**config.mk**
```make
export PLATFORM = sky130hd
export DESIGN_NAME = icl_top
export DESIGN_NICKNAME = d
export VERILOG_FILES = /design/src/shared/icl_pkg.sv /design/src/design/icl_msg_build.sv /design/src/design/icl_top.sv
export SDC_FILE = /design/constraint.sdc
export NUM_CORES = 1
export LEC_CHECK = 0
export BUFFER_PORTS_ARGS = -buffer_cell sky130_fd_sc_hd__buf_2
export CAP_MARGIN = 10
export CORE_MARGIN = 10
export CORE_UTILIZATION = 38
export CTS_BUF_LIST = sky130_fd_sc_hd__clkbuf_4 sky130_fd_sc_hd__clkbuf_8
export CTS_CLUSTER_DIAMETER = 100
export DETAILED_ROUTE_END_ITERATION = 12
export SLEW_MARGIN = 20
export SYNTH_ARGS = -nofsm -noshare
export SYNTH_HDL_FRONTEND = slang
export SYNTH_SLANG_ARGS = --single-unit
```
**constraint.sdc**
```tcl
create_clock -name clk -period 2.35 [get_ports clk]
set_clock_uncertainty 0.1 [all_clocks]
set_input_delay 0.3525 -clock clk [delete_from_list [all_inputs] [get_ports clk]]
set_output_delay 0.3525 -clock clk [all_outputs]
set_load 0.05 [all_outputs]
```
**src/shared/icl_pkg.sv**
```systemverilog
// Package for the interprocessor interrupt command block: offsets, fields, types
package icl_pkg;

  // Register byte offsets
  localparam logic [11:0] ICL_OFF_ERR_STAT = 12'h280;
  localparam logic [11:0] ICL_OFF_CMD_LO   = 12'h300;
  localparam logic [11:0] ICL_OFF_CMD_HI   = 12'h310;
  localparam logic [11:0] ICL_OFF_EVT_STAT = 12'h3F0;
  localparam logic [11:0] ICL_OFF_EVT_MASK = 12'h3F4;

  // Reset values
  localparam logic [31:0] ICL_RST_CMD_LO = 32'h0000_0000;
  localparam logic [7:0]  ICL_RST_DEST   = 8'h00;

  // Command word low field positions
  localparam int ICL_POS_VEC      = 0;
  localparam int ICL_POS_KIND     = 8;
  localparam int ICL_POS_LOGICAL  = 11;
  localparam int ICL_POS_PENDING  = 12;
  localparam int ICL_POS_LEVEL    = 14;
  localparam int ICL_POS_TRIGGER  = 15;
  localparam int ICL_POS_FETCH    = 16;
  localparam int ICL_POS_SHORT    = 18;
  // Command word high: target id field position
  localparam int ICL_POS_DEST     = 24;

  // Error status bit positions
  localparam int ICL_ERR_UNACC    = 2;
  localparam int ICL_ERR_BADVEC   = 5;
  localparam int ICL_ERR_BADADDR  = 7;

  // Event status / mask bit positions
  localparam int ICL_EVT_ACCEPT   = 0;
  localparam int ICL_EVT_UNACC    = 1;
  localparam int ICL_EVT_BADVEC   = 2;
  localparam int ICL_EVT_FETCH    = 3;
  localparam int ICL_EVT_W        = 4;

  // Vectors below this are illegal for fixed and lowest priority
  localparam logic [7:0] ICL_VEC_MIN   = 8'h10;
  // Broadcast destination encoding
  localparam logic [7:0] ICL_DEST_ALL  = 8'hFF;

  typedef enum logic [2:0] {
    ICL_KIND_FIXED   = 3'h0,
    ICL_KIND_LOWEST  = 3'h1,
    ICL_KIND_MGMT    = 3'h2,
    ICL_KIND_FETCH   = 3'h3,
    ICL_KIND_NMI     = 3'h4,
    ICL_KIND_RESTART = 3'h5,
    ICL_KIND_STARTUP = 3'h6
  } icl_kind_e;

  typedef enum logic [1:0] {
    ICL_SH_FIELD    = 2'h0,
    ICL_SH_SELF     = 2'h1,
    ICL_SH_ALL_INCL = 2'h2,
    ICL_SH_ALL_EXCL = 2'h3
  } icl_short_e;

  typedef enum logic [1:0] {
    ICL_FETCH_INVALID = 2'h0,
    ICL_FETCH_PENDING = 2'h1,
    ICL_FETCH_DONE    = 2'h2
  } icl_fetch_e;

  // Software-written fields of the command word low
  typedef struct packed {
    logic [1:0] target_shorthand;
    logic       trigger_kind;
    logic       level;
    logic       target_addressing;
    logic [2:0] message_kind;
    logic [7:0] vector;
  } icl_cmd_s;

  // Message as presented to the other controllers
  typedef struct packed {
    logic [7:0] vector;
    logic [2:0] message_kind;
    logic       trigger_kind;
    logic       level;
    logic       logical;
    logic [7:0] dest_id;
    logic       excl_self;
  } icl_msg_s;

endpackage

```
**src/design/icl_msg_build.sv**
```systemverilog
// Composes the outgoing message from the command words
`timescale 1ns/1ps
`default_nettype none

module icl_msg_build
  import icl_pkg::*;
#(
  parameter logic [7:0] SELF_ID = 8'h00
)(
  input  wire icl_pkg::icl_cmd_s cmd,
  input  wire logic [7:0]        target_id_field,
  output icl_pkg::icl_msg_s      msg
);
  import icl_pkg::*;

  ////////////////////////////////////////////////////////////////////////////
  // Target selection from the shorthand
  always_comb
  begin
    msg.vector       = cmd.vector;
    msg.message_kind = cmd.message_kind;
    msg.trigger_kind = cmd.trigger_kind;
    msg.level        = cmd.level;
    msg.logical      = cmd.target_addressing;
    msg.excl_self    = 1'b0;
    msg.dest_id      = target_id_field;
    if (cmd.target_shorthand == ICL_SH_SELF)
    begin
      msg.dest_id = SELF_ID;
      msg.logical = 1'b0;
    end
    else if (cmd.target_shorthand == ICL_SH_ALL_INCL)
    begin
      msg.dest_id = ICL_DEST_ALL;
      msg.logical = 1'b0;
    end
    else if (cmd.target_shorthand == ICL_SH_ALL_EXCL)
    begin
      msg.dest_id   = ICL_DEST_ALL;
      msg.excl_self = 1'b1;
      msg.logical   = 1'b0;
    end
  end

endmodule

`default_nettype wire

```
**src/design/icl_top.sv**
```systemverilog
// Interrupt command word low: register slave, message launch and status
//
// The address-and-strobe port was decided locally.
`timescale 1ns/1ps
`default_nettype none

// Behaviour
// - Shorthand 00 field, 01 self, 10 all including self, 11 all excluding self.
// - All-excluding-self sends an all-ones destination encoding.
// - Broadcast shorthands force physical addressing, ignoring the addressing bit.
// - Remote fetch state reads 00 invalid, 01 pending, 10 done; never 11.
// - Bit 15 trigger kind: 0 edge, 1 level.
// - Bit 14 level: 0 deasserted, 1 asserted.
// - Bit 12 reads 1 until the message is accepted or rejected, then 0.
// - Bit 11 addressing: 0 physical, 1 logical.
// - Bits 10:8 message kind: fixed, lowest, mgmt, fetch, nmi, restart, startup.
// - Bits 7:0 hold the vector carried in the message.
// - Shorthand 00 takes the destination from high word bits 31:24.
// - Fixed or lowest message with vector 00h-0Fh records a bad vector error.
// - A message accepted by nobody records an unaccepted error.
module icl_top
  import icl_pkg::*;
#(
  parameter int         ADDR_W  = 12,
  parameter logic [7:0] SELF_ID = 8'h00  // Arbitrary value
)(
  input  wire logic              clk,
  input  wire logic              nrst,
  input  wire logic [ADDR_W-1:0] addr,
  input  wire logic [31:0]       wdata,
  input  wire logic              wr,
  input  wire logic              rd,
  output logic [31:0]            rdata_r,
  output logic                   irq_r,
  output icl_pkg::icl_msg_s      msg_r,
  output logic                   msg_valid_r,
  input  wire logic              link_accept,
  input  wire logic              link_reject
);
  import icl_pkg::*;

  ////////////////////////////////////////////////////////////////////////////
  // Parameter checks
  if (ADDR_W < 12)
  begin : g_chk
    $error("ADDR_W must be at least 12");
  end

  ////////////////////////////////////////////////////////////////////////////
  // Address match helper
  function automatic logic hit(input logic [ADDR_W-1:0] a, input logic [11:0] off);
    hit = (a == ADDR_W'(off));
  endfunction

  // Fixed and lowest priority refuse vectors below the minimum
  function automatic logic bad_vec(input icl_cmd_s c);
    bad_vec = ((c.message_kind == ICL_KIND_FIXED) || (c.message_kind == ICL_KIND_LOWEST))
              && (c.vector < ICL_VEC_MIN);
  endfunction

  // Command fields taken from a low word image; shared by write decode and reset
  function automatic icl_cmd_s cmd_of(input logic [31:0] w);
    icl_cmd_s c;
    c.target_shorthand  = w[ICL_POS_SHORT +: 2];
    c.trigger_kind      = w[ICL_POS_TRIGGER];
    c.level             = w[ICL_POS_LEVEL];
    c.target_addressing = w[ICL_POS_LOGICAL];
    c.message_kind      = w[ICL_POS_KIND +: 3];
    c.vector            = w[ICL_POS_VEC +: 8];
    cmd_of = c;
  endfunction

  // Stored fields after reset, cut out of the documented reset word
  localparam icl_cmd_s CMD_RST = cmd_of(ICL_RST_CMD_LO);

  icl_cmd_s                cmd_r;
  logic [7:0]              dest_r;
  logic                    pending_r;
  icl_fetch_e              fetch_r;
  logic [7:0]              err_int_r;
  logic [7:0]              err_vis_r;
  logic [ICL_EVT_W-1:0]    evt_r;
  logic [ICL_EVT_W-1:0]    mask_r;
  icl_cmd_s                wr_cmd;
  icl_msg_s                built;
  logic                    wr_lo;
  logic                    launch;
  logic                    launch_bad;
  logic                    mapped;
  logic                    done_ok;
  logic                    done_bad;
  logic [ICL_EVT_W-1:0]    evt_set;

  ////////////////////////////////////////////////////////////////////////////
  // Write decode and launch qualification
  always_comb
  begin
    wr_cmd     = cmd_of(wdata);
    wr_lo      = wr && hit(addr, ICL_OFF_CMD_LO) && !pending_r;
    launch_bad = wr_lo && bad_vec(wr_cmd);
    launch     = wr_lo && !bad_vec(wr_cmd);
  end

  // Delivery outcome of the outstanding message
  assign done_ok  = msg_valid_r && link_accept;
  assign done_bad = msg_valid_r && !link_accept && link_reject;

  // Message composer
  icl_msg_build #(
    .SELF_ID (SELF_ID)
  ) u_build (
    .cmd             (wr_cmd),
    .target_id_field (dest_r),
    .msg             (built)
  );

  ////////////////////////////////////////////////////////////////////////////
  // Command word low fields; refused while a message is pending
  always_ff @(posedge clk or negedge nrst)
  begin
    if (!nrst)
      cmd_r <= CMD_RST;
    else if (wr_lo)
      cmd_r <= wr_cmd;
  end

  // Command word high target id field
  always_ff @(posedge clk or negedge nrst)
  begin
    if (!nrst)
      dest_r <= ICL_RST_DEST;
    else if (wr && hit(addr, ICL_OFF_CMD_HI))
      dest_r <= wdata[ICL_POS_DEST +: 8];
  end

  // Outgoing message held until the far side answers
  always_ff @(posedge clk or negedge nrst)
  begin
    if (!nrst)
    begin
      msg_valid_r <= 1'b0;
      msg_r       <= '0;
    end
    else if (launch)
    begin
      msg_valid_r <= 1'b1;
      msg_r       <= built;
    end
    else if (done_ok || done_bad)
      msg_valid_r <= 1'b0;
  end

  // Delivery pending flag
  always_ff @(posedge clk or negedge nrst)
  begin
    if (!nrst)
      pending_r <= 1'b0;
    else if (launch)
      pending_r <= 1'b1;
    else if (done_ok || done_bad)
      pending_r <= 1'b0;
  end

  // Remote fetch state
  always_ff @(posedge clk or negedge nrst)
  begin
    if (!nrst)
      fetch_r <= ICL_FETCH_INVALID;
    else if (launch && (wr_cmd.message_kind == ICL_KIND_FETCH))
      fetch_r <= ICL_FETCH_PENDING;
    else if (done_ok && (msg_r.message_kind == ICL_KIND_FETCH))
      fetch_r <= ICL_FETCH_DONE;
    else if (done_bad && (msg_r.message_kind == ICL_KIND_FETCH))
      fetch_r <= ICL_FETCH_INVALID;
  end

  ////////////////////////////////////////////////////////////////////////////
  // Mapped addresses
  assign mapped = hit(addr, ICL_OFF_ERR_STAT) || hit(addr, ICL_OFF_CMD_LO) ||
                  hit(addr, ICL_OFF_CMD_HI) || hit(addr, ICL_OFF_EVT_STAT) ||
                  hit(addr, ICL_OFF_EVT_MASK);

  // Internal error state; new errors win over the load-and-clear
  always_ff @(posedge clk or negedge nrst)
  begin
    if (!nrst)
      err_int_r <= 8'h00;
    else
    begin
      if (wr && hit(addr, ICL_OFF_ERR_STAT))
        err_int_r <= 8'h00;
      if (launch_bad)
        err_int_r[ICL_ERR_BADVEC] <= 1'b1;
      if (done_bad)
        err_int_r[ICL_ERR_UNACC] <= 1'b1;
      if ((wr || rd) && !mapped)
        err_int_r[ICL_ERR_BADADDR] <= 1'b1;
    end
  end

  // Visible error status loads on any write to it
  always_ff @(posedge clk or negedge nrst)
  begin
    if (!nrst)
      err_vis_r <= 8'h00;
    else if (wr && hit(addr, ICL_OFF_ERR_STAT))
      err_vis_r <= err_int_r;
  end

  ////////////////////////////////////////////////////////////////////////////
  // Event status: sticky, cleared by read, set wins
  always_comb
  begin
    evt_set                 = '0;
    evt_set[ICL_EVT_ACCEPT] = done_ok;
    evt_set[ICL_EVT_UNACC]  = done_bad;
    evt_set[ICL_EVT_BADVEC] = launch_bad;
    evt_set[ICL_EVT_FETCH]  = (done_ok || done_bad) && (msg_r.message_kind == ICL_KIND_FETCH);
  end

  always_ff @(posedge clk or negedge nrst)
  begin
    if (!nrst)
      evt_r <= '0;
    else if (rd && hit(addr, ICL_OFF_EVT_STAT))
      evt_r <= evt_set;
    else
      evt_r <= evt_r | evt_set;
  end

  // Event mask
  always_ff @(posedge clk or negedge nrst)
  begin
    if (!nrst)
      mask_r <= '0;
    else if (wr && hit(addr, ICL_OFF_EVT_MASK))
      mask_r <= wdata[ICL_EVT_W-1:0];
  end

  // Interrupt output, one cycle behind the status
  always_ff @(posedge clk or negedge nrst)
  begin
    if (!nrst)
      irq_r <= 1'b0;
    else
      irq_r <= |(evt_r & mask_r);
  end

  ////////////////////////////////////////////////////////////////////////////
  // Read data, one cycle after the strobe, zero otherwise
  always_ff @(posedge clk or negedge nrst)
  begin
    if (!nrst)
      rdata_r <= 32'h0000_0000;
    else if (!rd)
      rdata_r <= 32'h0000_0000;
    else if (hit(addr, ICL_OFF_CMD_LO))
    begin
      rdata_r <= 32'h0000_0000;
      rdata_r[ICL_POS_SHORT +: 2]  <= cmd_r.target_shorthand;
      rdata_r[ICL_POS_FETCH +: 2]  <= fetch_r;
      rdata_r[ICL_POS_TRIGGER]     <= cmd_r.trigger_kind;
      rdata_r[ICL_POS_LEVEL]       <= cmd_r.level;
      rdata_r[ICL_POS_PENDING]     <= pending_r;
      rdata_r[ICL_POS_LOGICAL]     <= cmd_r.target_addressing;
      rdata_r[ICL_POS_KIND +: 3]   <= cmd_r.message_kind;
      rdata_r[ICL_POS_VEC +: 8]    <= cmd_r.vector;
    end
    else if (hit(addr, ICL_OFF_CMD_HI))
      rdata_r <= {dest_r, 24'h000000};
    else if (hit(addr, ICL_OFF_ERR_STAT))
      rdata_r <= {24'h000000, err_vis_r};
    else if (hit(addr, ICL_OFF_EVT_STAT))
      rdata_r <= {{(32-ICL_EVT_W){1'b0}}, evt_r};
    else if (hit(addr, ICL_OFF_EVT_MASK))
      rdata_r <= {{(32-ICL_EVT_W){1'b0}}, mask_r};
    else
      rdata_r <= 32'h0000_0000;
  end
endmodule

`default_nettype wire

```
Yosys cells after proc, flatten, opt, wreduce, memory -nomap -nowiden

Cells that the tools add are included.

$lt $le $gt $ge: 1
Reduce and logical (&&, ||, !) cells: 35
Bitwise logic cells: 2
Mux-type cells: 21
Eq/ne operators: 11

Operators by type and width:

| cell                                                                          | count |
|---|---|
| 32-bit 2-to-1 mux                                                             | 3 |
| 12-bit by 10-bit equality test with 1-bit output (second input constant)      | 5 |
| 9-bit 2-to-1 mux                                                              | 2 |
| 1-bit logical AND                                                             | 17 |
| 8-bit 2-to-1 mux                                                              | 2 |
| 4-bit 2-to-1 mux                                                              | 3 |
| 10-bit 2-to-1 mux                                                             | 1 |
| 8-bit by 5-bit less-than comparator with 1-bit output (second input constant) | 1 |
| 2-bit nonzero test                                                            | 4 |
| 1-bit logical OR                                                              | 7 |
| 1-bit 2-to-1 mux                                                              | 7 |
| 3-bit by 2-bit equality test with 1-bit output (second input constant)        | 2 |
| 2-bit 2-to-1 mux                                                              | 3 |
| 4-bit AND                                                                     | 1 |
| 2-bit equality test (second input constant)                                   | 2 |
| 1-bit zero test                                                               | 4 |
| 4-bit OR                                                                      | 1 |
| 4-bit OR reduction                                                            | 1 |
| 3-bit by 1-bit equality test with 1-bit output (second input constant)        | 1 |
| 3-bit zero test                                                               | 1 |
| 3-bit nonzero test                                                            | 1 |
| 2-bit by 1-bit equality test with 1-bit output (second input constant)        | 1 |

Flip-flop bits (word level): 97
Output and inout bits: 57
Input port bits: 50

Depth between registers and ports, before layout

Gate-level depths: netlist of the first run.

Word-level depth: 8
Mapped depth: 7

Cells and area by module

Synthesis of the first run repeated with hierarchy kept, for this count alone.

Cell total of the unflattened synthesis: 274
Area total of the unflattened synthesis: 3905.0 µm²

Modules (own cells, without submodules):

| module        | times used | area each (µm²) | sequential area each (µm²) | cells each |
|---|---|---|---|---|
| icl_top       | 1          | 3717.3          | 2302.2                     | 249 |
| icl_msg_build | 1          | 187.7           | 0.0                        | 25 |

Worst setup path after synthesis of the first run

Ideal clock, no wire load.

Path kind: register to register
Start: register pending_r
End: register msg_r[15] (netlist bit)
Library setup time: 0.125 ns
Arrival: 1.861 ns
Buffers on the path: 1
Required time: 2.125 ns
Setup slack: 0.264 ns
Stages on the path, launching flop included: 5
Cells stage by stage: dfrtp_1 -> nor4b_4 -> nand3_4 -> buf_6 -> mux2_4

Word-level cells in the longest chain between the ends: 3

RTL lines:

| item                     | RTL line       | source |
|---|---|---|
| start: declaration       | icl_top.sv:78  | `logic pending_r;` |
| start signal: assignment | icl_top.sv:157 | `pending_r <= 1'b0;` |
| start signal: assignment | icl_top.sv:159 | `pending_r <= 1'b1;` |
| start signal: assignment | icl_top.sv:161 | `pending_r <= 1'b0;` |
| 1-bit zero test          | icl_top.sv:99  | `wr_lo = wr && hit(addr, ICL_OFF_CMD_LO) && !pending_r;` |
| 1-bit logical AND        | icl_top.sv:99  |  |
| 1-bit logical AND        | icl_top.sv:101 | `launch = wr_lo && !bad_vec(wr_cmd);` |
| end signal: assignment   | icl_top.sv:147 | `msg_r <= built;` |
| end: declaration         | icl_top.sv:35  | `output icl_pkg::icl_msg_s msg_r,` |

No other way between the ends.
A chain may end at the register's enable or synchronous reset.

Worst setup path after layout of the first run

Start: register pending_r
End: register msg_r[12] (netlist bit)

Same word-level chain as after synthesis.

==> results_dict.tcl, run 1 <==
set metrics [dict create \
    io_buffer_count 93 \
    routed_wl_um 8610 \
    drive_gt1_share_pct 42.6 \
    n_fill_cell 946 \
    die-area_sq_um 14400 \
    clockPowerShare_pct 41.2 \
    hpwl_um 6430 \
    nets 430 \
    post_drt_wl_per_cell_um 16.6 \
    routed_via_density 4.68 \
    power_frac_comb_pct 5.1 \
    syn_to_final_growth_pct 23.1 \
    netlist.area_leader.share_pct 60.8 \
    period_share_pct 78.6 \
    die_w_um 120 \
    antenna_found_initial 0 \
    ys_types 43 \
    finalSetupViolCount 0 \
    endpoint_kind "register" \
    cp.arrival_ns 1.99 \
    syn-cell-area_sq_um 3790 \
    r2r_slack_ns 0.50 \
    period_needed_ns 1.85 \
    rows 36 \
    synth_area_leaders "dfrtp_1, mux2_2, and2_1" \
    fin_tns_setup_ns 0 \
    worstPathRequired_ns 2.49 \
    vias 2424 \
    antenna_left 0 \
    worst_pin_slew_ns 0.560 \
    clkTransAtPathRegs_ns 0.08 \
    p_switching_w 0.000638 \
    leakage_nw 2.69 \
    cts_hold_buf 1 \
    synth_seq_cells 92 \
    power.internal_w 0.00232 \
    status "completed" \
    postSynthCellCount 277 \
    min_to "dest_r[2]$_DFFE_PN0P_" \
    syn_area_per_cell_sq_um 13.7 \
    yosysWarnings 0 \
    switching_share_pct 21.6 \
    clockBufferDepth 2 \
    grt_max_degree 51 \
    min_from "wdata[26]" \
    finalHoldViolCount 0 \
    r2r_start "pending_r$_DFFE_PN0P_" \
    drc_errors 0 \
    start_util_pct 38.9 \
    dieHeight_um 120 \
    critical_path_class "register to register" \
    clock.fmax_mhz 541 \
    slew_viol_final 0 \
    clk_latency_ns 0.35 \
    root_buffer "clkbuf_8" \
    seqPwrFrac_pct 53.7 \
    ys_seq_area_share_pct 60.8 \
    htreeDepth 3 \
    overflow 0 \
    insertedDiodeCount 0 \
    coreArea_sq_um 9730 \
    cts_sinks 92 \
    cts-buffers-inserted 9 \
    seqCellArea_sq_um 2300 \
    cts_resized 0 \
    placed_area_sq_um 4420 \
    slew_headroom_pct 62.7 \
    cts_tree "built" \
    power.density_nw_per_um2 634 \
    drtPass1Iterations 4 \
    pin_count 107 \
    worst_setup_path_start_kind "register" \
    multi_input_area_sq_um 1340 \
    yosysTopAreaCell "dfrtp_1" \
    grt_setup_unrepaired "false" \
    fin_area_sq_um 4660 \
    r2r_end "msg_r[12]$_DFFE_PN0P_" \
    grt_usage_pct 12.3 \
    gp_congestion 0.741 \
    rr_worst_depth 4 \
    ir_drop_uv 254 \
    grt_pass1_wl_um 14200 \
    grt_pass1_vias 2689 \
    hold_class "input port to register" \
    cts_setup_buffers 0 \
    drv_cap 0 \
    drt_iter0_drc 55 \
    path_max_fanout 20 \
    holdPathStages 2 \
]
-- worst max-delay path, stage by stage, from the launching register on --
cell     delay (ns)
dfrtp_1        0.50
nor4b_4        0.42
nand3_4        0.21
buf_12         0.22
mux2_2         0.28
-- metal layers --
metal	global-route usage (%)	wire, um	part of all wire, %	vias up
met3	3.00	384	4.5	12
met1	15.5	3940	46	1189
met4	5.51	177	2.1	0
met5	0	0	0	-
met2	19.7	4110	48	55
li1	-	-	-	1168
-- synthesized netlist by cell type (all sizes together) --
cell	instances
a211oi	1
a21bo	3
a21o	13
a21oi	8
a22o	4
a22oi	2
a32o	1
and2	21
and2b	1
and3	9
and4	2
and4b	1
buf	14
clkbuf	1
conb	1
dfrtp	92
inv	12
mux2	34
mux2i	12
nand2	7
nand2b	3
nand3	4
nand3b	1
nor2	3
nor2b	2
nor3	2
nor3b	2
nor4	3
nor4b	1
o21a	3
o21ai	5
o2bb2ai	4
or2	1
or3	2
or3b	1
or4b	1
-- how the worst max path moves through the flow --
stage | start | cells after the start | to
after floorplan | pending_r$_DFFE_PN0P_ | 4 | msg_r[15]$_DFFE_PN0P_
after global placement | addr[11] | 5 | dest_r[7]$_DFFE_PN0P_
after detailed placement | addr[11] | 5 | dest_r[1]$_DFFE_PN0P_
after CTS | pending_r$_DFFE_PN0P_ | 4 | msg_r[12]$_DFFE_PN0P_
after global routing | pending_r$_DFFE_PN0P_ | 4 | msg_r[12]$_DFFE_PN0P_
final | pending_r$_DFFE_PN0P_ | 4 | msg_r[12]$_DFFE_PN0P_
-- placed cells by master, fill, tap and decap left out, types with 4 or more instances in the layout --
cell type / count
a21o_1: 13
a21oi_1: 8
a22o_1: 4
and2_1: 21
and3_1: 9
buf_2: 92
buf_4: 8
clkbuf_8: 11
conb_1: 5
dfrtp_1: 92
inv_1: 12
mux2_2: 28
mux2_4: 6
mux2i_1: 12
nand2_1: 6
o21ai_0: 5
o2bb2ai_1: 4
-- power groups by stage --
stage,Sequential (W),Combinational [W],Clock (W)
finish,0.00159,0.000150,0.00122
CTS,0.00159,0.000154,0.00126
global placement,0.00162,0.000150,0
global route,0.00159,0.000167,0.00132
floorplan,0.00163,0.0000602,0
detailed placement,0.00162,0.000152,0
-- flip-flops by register name, summed over array words and instances (netlist names), 2 cells and up --
signal     count
mask_r         4
rdata_r       27
dest_r         8
cmd_r         16
err_vis_r      3
msg_r         23
fetch_r        2
evt_r          4
err_int_r      3
-- kinds of logic (layout without fill, tap and decap cells) --
kind of cell,count (synthesis),after routing,synth area share [%]
AO/OA/AOI/OAI,44,44,8.39
flip-flops,92,92,60.8
AND/OR/NAND/NOR,67,67,12.7
buffers and inverters,27,131,4.13
other,1,5,0.0990
multiplexers,46,46,13.9
-- layout make-up --
| class | instances | share of cell area [%] |
|---|---|---|
| Clock inverter | 3 | 1.48 |
| Multi-Input combinational cell | 162 | 28.8 |
| Sequential cell | 92 | 49.4 |
| Tap cell | 133 | 3.57 |
| Clock buffer | 13 | 3.57 |
| Inverter | 12 | 0.966 |
| Timing Repair Buffer | 103 | 12.2 |
-- through the flow --
| step | worst slack, ns | utilization (%) | instances | total power [W] | hold slack, ns |
|---|---|---|---|---|---|
| 2_1_floorplan | 0.264 | - | 281 | 0.00169 | -0.0431 |
| 3_3_place_gp | 0.151 | 45.4 | 501 | 0.00177 | 0.278 |
| 3_5_place_dp | 0.143 | 45.4 | 501 | 0.00177 | 0.289 |
| 4_1_cts | 0.485 | 47.9 | 518 | 0.00300 | 0.115 |
| 5_1_grt | 0.432 | 47.9 | 518 | 0.00307 | 0.124 |
| 6_report | 0.503 | 47.9 | 518 | 0.00296 | 0.130 |
Power figures use the tool's default switching activity.
==> run 2: changes to the inputs <==
--- a/config.mk
+++ b/config.mk
@@ -5,6 +5,7 @@
 export SDC_FILE = /design/constraint.sdc
 export NUM_CORES = 1
 export LEC_CHECK = 0
+export ABC_AREA = 1
 export BUFFER_PORTS_ARGS = -buffer_cell sky130_fd_sc_hd__buf_2
 export CAP_MARGIN = 10
 export CORE_MARGIN = 10
==> constraint.sdc (replaced) <==
create_clock -name clk -period 1.9 [get_ports clk]
set_clock_uncertainty 0.1 [all_clocks]
set_input_delay 0.285 -clock clk [delete_from_list [all_inputs] [get_ports clk]]
set_output_delay 0.285 -clock clk [all_outputs]
set_load 0.05 [all_outputs]
==> run 2 against run 1 <==
  * Global-route usage increased by 0.94 points
  * Fmax up 24%
  * Largest power group unchanged
  * Highest routed layer unchanged
  * Sequential power up 25%
  * Critical path depth is the same
  * Sequential cell count unchanged
  * Cell area grew 1.0%
  * Register-to-register slack worse by 0.09 ns
  * Die area rose by 2.3%
  * Via count up 25%
  * Clock power up 9%
  * Utilization is 0.16 points lower
==> results_dict.tcl, run 2 <==
set metrics [dict create \
    finalHoldViolCount 0 \
    drtPass1Iterations 5 \
    clkTransAtPathRegs_ns 0.10 \
    yosysMostFrequentCell "nand2_1" \
    clock.fmax_mhz 671 \
    syn_area_per_cell_sq_um 8.95 \
    drc_errors 0 \
    grt_usage_pct 13.3 \
    cts_resized 0 \
    finalSetupViolCount 0 \
    coreArea_sq_um 9860 \
    clockBufferDepth 2 \
    grt_max_degree 47 \
    drv_cap 0 \
    synth_fa_ha_area_share_pct 0 \
    period_share_pct 78.4 \
    htreeDepth 3 \
    period_needed_ns 1.49 \
    power.density_nw_per_um2 751 \
    endpoint_kind "register" \
    vias 3021 \
    critPathMaxStageDelay_ns 0.43 \
    die-area_sq_um 14700 \
    n_fill_cell 1002 \
    met1Wirelength_um 4190 \
    cts-buffers-inserted 9 \
    synthArstFlopShare_pct 100 \
    total_power_w 0.00354 \
    cts_tree "built" \
    synthMuxAreaShare_pct 0 \
    synth_top_family_by_area "simple AND/OR/NAND/NOR gates" \
    clk_latency_ns 0.36 \
    postSynthCellCount 435 \
    die_w_um 121 \
    overflow 0 \
    synth-compound-area-share_pct 8.19 \
    slew_viol_final 0 \
    rows 36 \
    route.met3.wl_um 790 \
    synth_seq_cells 92 \
    top_register "rdata_r" \
    top_layer "met4" \
    synth_ff_type "dfrtp_1" \
    cp.arrival_ns 1.67 \
    start_util_pct 39.5 \
    slowest_stage "dfrtp_1" \
    synth_area_leaders "dfrtp_1, nand2_1, inv_1" \
    grt_pass1_wl_um 15500 \
    worstPathRequired_ns 2.08 \
    syn-cell-area_sq_um 3890 \
    fin_tns_setup_ns 0 \
    root_buffer "clkbuf_8" \
    yosys.area_share.simple_pct 23.8 \
    grt_pass1_vias 3150 \
    crit_path_cell_trace "nor2_1 > nand3_2 > buf_4 > o22ai_1" \
    ys_seq_area_share_pct 59.1 \
    antenna_left 0 \
    drive_gt1_share_pct 27.4 \
    io_buffer_count 93 \
    gp_congestion 0.830 \
    pin_count 107 \
    hpwl_um 7290 \
    routed_wl_um 9420 \
    post_drt_wl_per_cell_um 14.0 \
    netlist.area_leader.share_pct 59.1 \
    yosysWarnings 0 \
    path_max_fanout 14 \
    synth_edf_count 0 \
    dieHeight_um 121 \
    synth_xor_area_share_pct 0 \
    critical_path_class "register to register" \
    insertedDiodeCount 0 \
    grt_setup_unrepaired "false" \
    cts_setup_buffers 0 \
    leakage_nw 2.70 \
    status "completed" \
    yosysTopAreaCell "dfrtp_1" \
    drt_iter0_drc 221 \
    antenna_found_initial 0 \
    final_common_cell "nand2_1" \
    top_regs "rdata_r (27), msg_r (23), cmd_r (16)" \
    syn_to_final_growth_pct 21.0 \
    final_cell_mix "nand2_1, dfrtp_1, buf_2" \
    ys_types 29 \
    worst_setup_path_start_kind "register" \
    nets 586 \
    synthTopCellsByCount "nand2_1, dfrtp_1, inv_1, nor2_1, o21ai_1" \
    cts_sinks 92 \
    routed_via_density 4.48 \
    ir_drop_uv 332 \
    routed-wl-met2_um 4280 \
    hold_class "input port to register" \
    largest_register_ffs 27 \
]
run 2: metrics by stage:
stage          cell area [sq um]  hold slack (ns)  worst slack (ns)  util, %  std cells
2_1_floorplan               3910           -0.111             0.274        -        439
3_3_place_gp                4500            0.119             0.245     45.6        657
3_5_place_dp                4500            0.127             0.197     45.6        657
4_1_cts                     4710           0.0304             0.395     47.8        674
5_1_grt                     4710           0.0386             0.243     47.8        674
6_report                    4710           0.0432             0.410     47.8        674
run 2: where the power goes:
group          total (W)  internal (W)  switching, W
registers        0.00198       0.00197     0.0000103
clock network    0.00133      0.000615      0.000714
logic           0.000229     0.0000659      0.000163
run 2: worst max-delay path: cells and delay by family (launching register included):
| family | cells | cell delay [ns] |
|---|---|---|
| simple gates | 2 | 0.44 |
| flops | 1 | 0.43 |
| buf+inv | 1 | 0.27 |
| compound gates | 1 | 0.17 |
run 2: cell families (layout without fill, tap and decap cells):
group	count (synthesis)	after routing
buf+inv	76	178
simple gates	204	204
compound gates	62	62
flops	92	92
other cells	1	5
run 2: timing repair:
item	4_1_cts	5_1_grt
setup endpoints to repair	0	0
endpoints found under the hold margin	25	0
hold buffers	1	0
run 2: path summary, 6_finish.rpt:
check / from / end / slack, ns / depth (start not counted)
setup / recovery: pending_r$_DFFE_PN0P_ / err_int_r[5]$_DFFE_PN0P_ / 0.41 / 4
hold / removal: wdata[25] / dest_r[1]$_DFFE_PN0P_ / 0.04 / 3
setup reg to reg: pending_r$_DFFE_PN0P_ / err_int_r[5]$_DFFE_PN0P_ / 0.41 / 4
hold reg to reg: err_vis_r[7]$_DFFE_PN0P_ / err_vis_r[7]$_DFFE_PN0P_ / 0.38 / 2
max in group asynchronous: nrst / cmd_r[0]$_DFFE_PN0P_ / 0.84 / 3
min in group asynchronous: nrst / rdata_r[9]$_DFF_PN0_ / 0.27 / 2
run 2: cell type report:
class / count / area (sq um) / share of cell area (%)
tap: 133 / 166 / 3.53
inverter: 59 / 223 / 4.73
multi-input combinational: 271 / 1260 / 26.8
clock buffer: 9 / 124 / 2.63
clock inverter: 7 / 75.1 / 1.59
sequential: 92 / 2300 / 48.9
timing repair buffer: 103 / 558 / 11.8
run 2: per-layer routing:
layer	vias up	global-route usage, %
met5	-	0
li1	1537	-
met1	1383	16.3
met2	90	20.8
met4	0	5.59
met3	11	4.61
==> run 3: changes to the inputs <==
==> constraint.sdc (replaced) <==
create_clock -name clk -period 1.5 [get_ports clk]
set_clock_uncertainty 0.1 [all_clocks]
set_input_delay 0.225 -clock clk [delete_from_list [all_inputs] [get_ports clk]]
set_output_delay 0.225 -clock clk [all_outputs]
set_load 0.05 [all_outputs]
==> run 3 against run 2 <==
  * Global-route usage about the same
  * Cell count rose by 3.0%
  * Wire length up 0.78%
  * First-iteration DRC count rose by 4.5%
  * Sequential share of layout area down 2.3 points
  * Combinational power rose by 43%
  * Setup slack got worse by 0.28 ns
  * Die area unchanged
  * Via count increased by 2.1%
  * Cell area is 4.9% higher
==> results_dict.tcl, run 3 (synthesized netlist as in run 2, its figures left out) <==
set metrics [dict create \
    status "completed" \
    holdPathStages 3 \
    insertedDiodeCount 0 \
    final_cell_mix "nand2_1, buf_2, dfrtp_1" \
    fin_tns_setup_ns 0 \
    gp_congestion 0.865 \
    finalHoldViolCount 0 \
    dieHeight_um 121 \
    total_power_w 0.00457 \
    antenna_left 0 \
    layout.cells.non_filler 694 \
    slowest_stage "dfrtp_2" \
    clk_latency_ns 0.36 \
    critPathMaxStageDelay_ns 0.41 \
    period_needed_ns 1.37 \
    clockPowerShare_pct 37.9 \
    hpwl_um 7320 \
    crit_path_cell_trace "buf_2" \
    critical-path-top-delay-family "flip-flops" \
    path_max_fanout 4 \
    r2r_slack_ns 0.13 \
    hold_class "input port to register" \
    drv_cap 0 \
    clock.fmax_mhz 730 \
    drt_iter0_drc 231 \
    die-area_sq_um 14700 \
    post_drt_wl_per_cell_um 13.7 \
    p_switching_w 0.00116 \
    leakage_nw 2.80 \
    antenna_found_initial 0 \
    cts_sinks 92 \
    drive_gt1_share_pct 28.3 \
    largest_register_ffs 27 \
    clockBufferDepth 2 \
    routed_wl_um 9490 \
    final_common_cell "nand2_1" \
    cts-buffers-inserted 9 \
    cts_setup_buffers 0 \
    top_register "rdata_r" \
    seqPwrFrac_pct 54.9 \
    vias 3085 \
    cts_tree "built" \
    min_from "wdata[2]" \
    die_w_um 121 \
    crit_buf_inv 1 \
    critical_path_class "register to primary output" \
    top_regs "rdata_r (27), msg_r (23), cmd_r (16)" \
    grt_pass1_vias 3189 \
    power.internal_w 0.00341 \
    rows 36 \
    switching_share_pct 25.4 \
    grt_max_degree 39 \
    syn_to_final_growth_pct 27.0 \
    n_fill_cell 974 \
    start_util_pct 39.5 \
    rr_worst_depth 5 \
    htreeDepth 3 \
    overflow 0 \
    drc_errors 0 \
    worst_setup_path_start_kind "register" \
    drtPass1Iterations 4 \
    worstPathRequired_ns 1.17 \
    period_share_pct 91.4 \
    io_buffer_count 93 \
    power.density_nw_per_um2 924 \
    setup_ws_ns 0.129 \
    nets 606 \
    r2r_end "msg_r[12]$_DFFE_PN0P_" \
    pin_count 107 \
    r2r_start "pending_r$_DFFE_PN0P_" \
    min_to "mask_r[2]$_DFFE_PN0P_" \
    grt_pass1_wl_um 15800 \
    root_buffer "clkbuf_8" \
    pre_cts_slack_ns -0.0103 \
    dp_cells 666 \
    ir_drop_uv 449 \
    coreArea_sq_um 9860 \
    slew_viol_final 0 \
    power_frac_comb_pct 7.2 \
    finalSetupViolCount 0 \
    clkTransAtPathRegs_ns 0.10 \
    endpoint_kind "primary output" \
    grt_usage_pct 13.3 \
    hold_ws_ns 0.0140 \
    routed_via_density 4.45 \
    cp.arrival_ns 1.05 \
]
[run 3: cell count changes in the layout (fill, tap and decap cells not counted), sizes merged]
cell | previous run | this run
clkinv | 5 | 2
buf | 102 | 111
inv | 58 | 60
clkinvlp | 2 | 3
dlygate4sd3 | 1 | 12
[run 3: routing by layer]
| metal | vias up | track usage [%] | part of all wire [%] |
|---|---|---|---|
| met4 | 0 | 4.47 | 1.3 |
| met3 | 8 | 4.19 | 7.1 |
| met5 | - | 0 | 0 |
| li1 | 1583 | - | - |
| met2 | 79 | 20.4 | 45 |
| met1 | 1415 | 17.4 | 46 |
[run 3: cell type report]
| cell class | count | area (sq um) | share of cell area (%) |
|---|---|---|---|
| Clock buffer | 9 | 124 | 2.51 |
| Inverter | 59 | 223 | 4.51 |
| Multi-Input combinational cell | 271 | 1270 | 25.6 |
| Clock inverter | 7 | 83.8 | 1.70 |
| Tap cell | 133 | 166 | 3.37 |
| Timing Repair Buffer | 123 | 777 | 15.7 |
| Sequential cell | 92 | 2300 | 46.6 |
[run 3: power groups by stage]
stage	Sequential [W]	Combinational [W]	Clock, W
after floorplan	0.00257	0.000127	0
after global placement	0.00256	0.000304	0
after detailed placement	0.00256	0.000307	0
after CTS	0.00251	0.000333	0.00177
after global routing	0.00251	0.000368	0.00189
final	0.00251	0.000327	0.00173
[run 3: timing repair]
action,in CTS,in global routing
resized for setup,0,2
hold buffers,12,0
endpoints found under the setup margin,0,22
endpoints found under the hold margin,38,0
[run 3: how the worst max path moves through the flow]
stage | cells past startpoint | endpoint | slack (ns) | startpoint
finish | 1 | msg_valid_r | 0.13 | pending_r$_DFFE_PN0P_
global route | 5 | msg_r[12]$_DFFE_PN0P_ | -0.007 | pending_r$_DFFE_PN0P_
CTS | 5 | msg_r[16]$_DFFE_PN0P_ | 0.07 | pending_r$_DFFE_PN0P_
detailed placement | 7 | mask_r[2]$_DFFE_PN0P_ | -0.01 | addr[0]
global placement | 7 | mask_r[1]$_DFFE_PN0P_ | -0.02 | addr[0]
floorplan | 5 | fetch_r[1]$_DFFE_PN0P_ | 0.03 | pending_r$_DFFE_PN0P_
[run 3: per-stage QoR]
stage / area (sq um) / util (%)
floorplan: 3910 / -
global placement: 4610 / 46.7
detailed placement: 4610 / 46.7
CTS: 4940 / 50.1
global route: 4940 / 50.1
finish: 4940 / 50.1
[run 3: worst min-delay path: stages]
cell and delay [ns]:
buf_2 0.10, nand2_1 0.05, o21ai_0 0.06
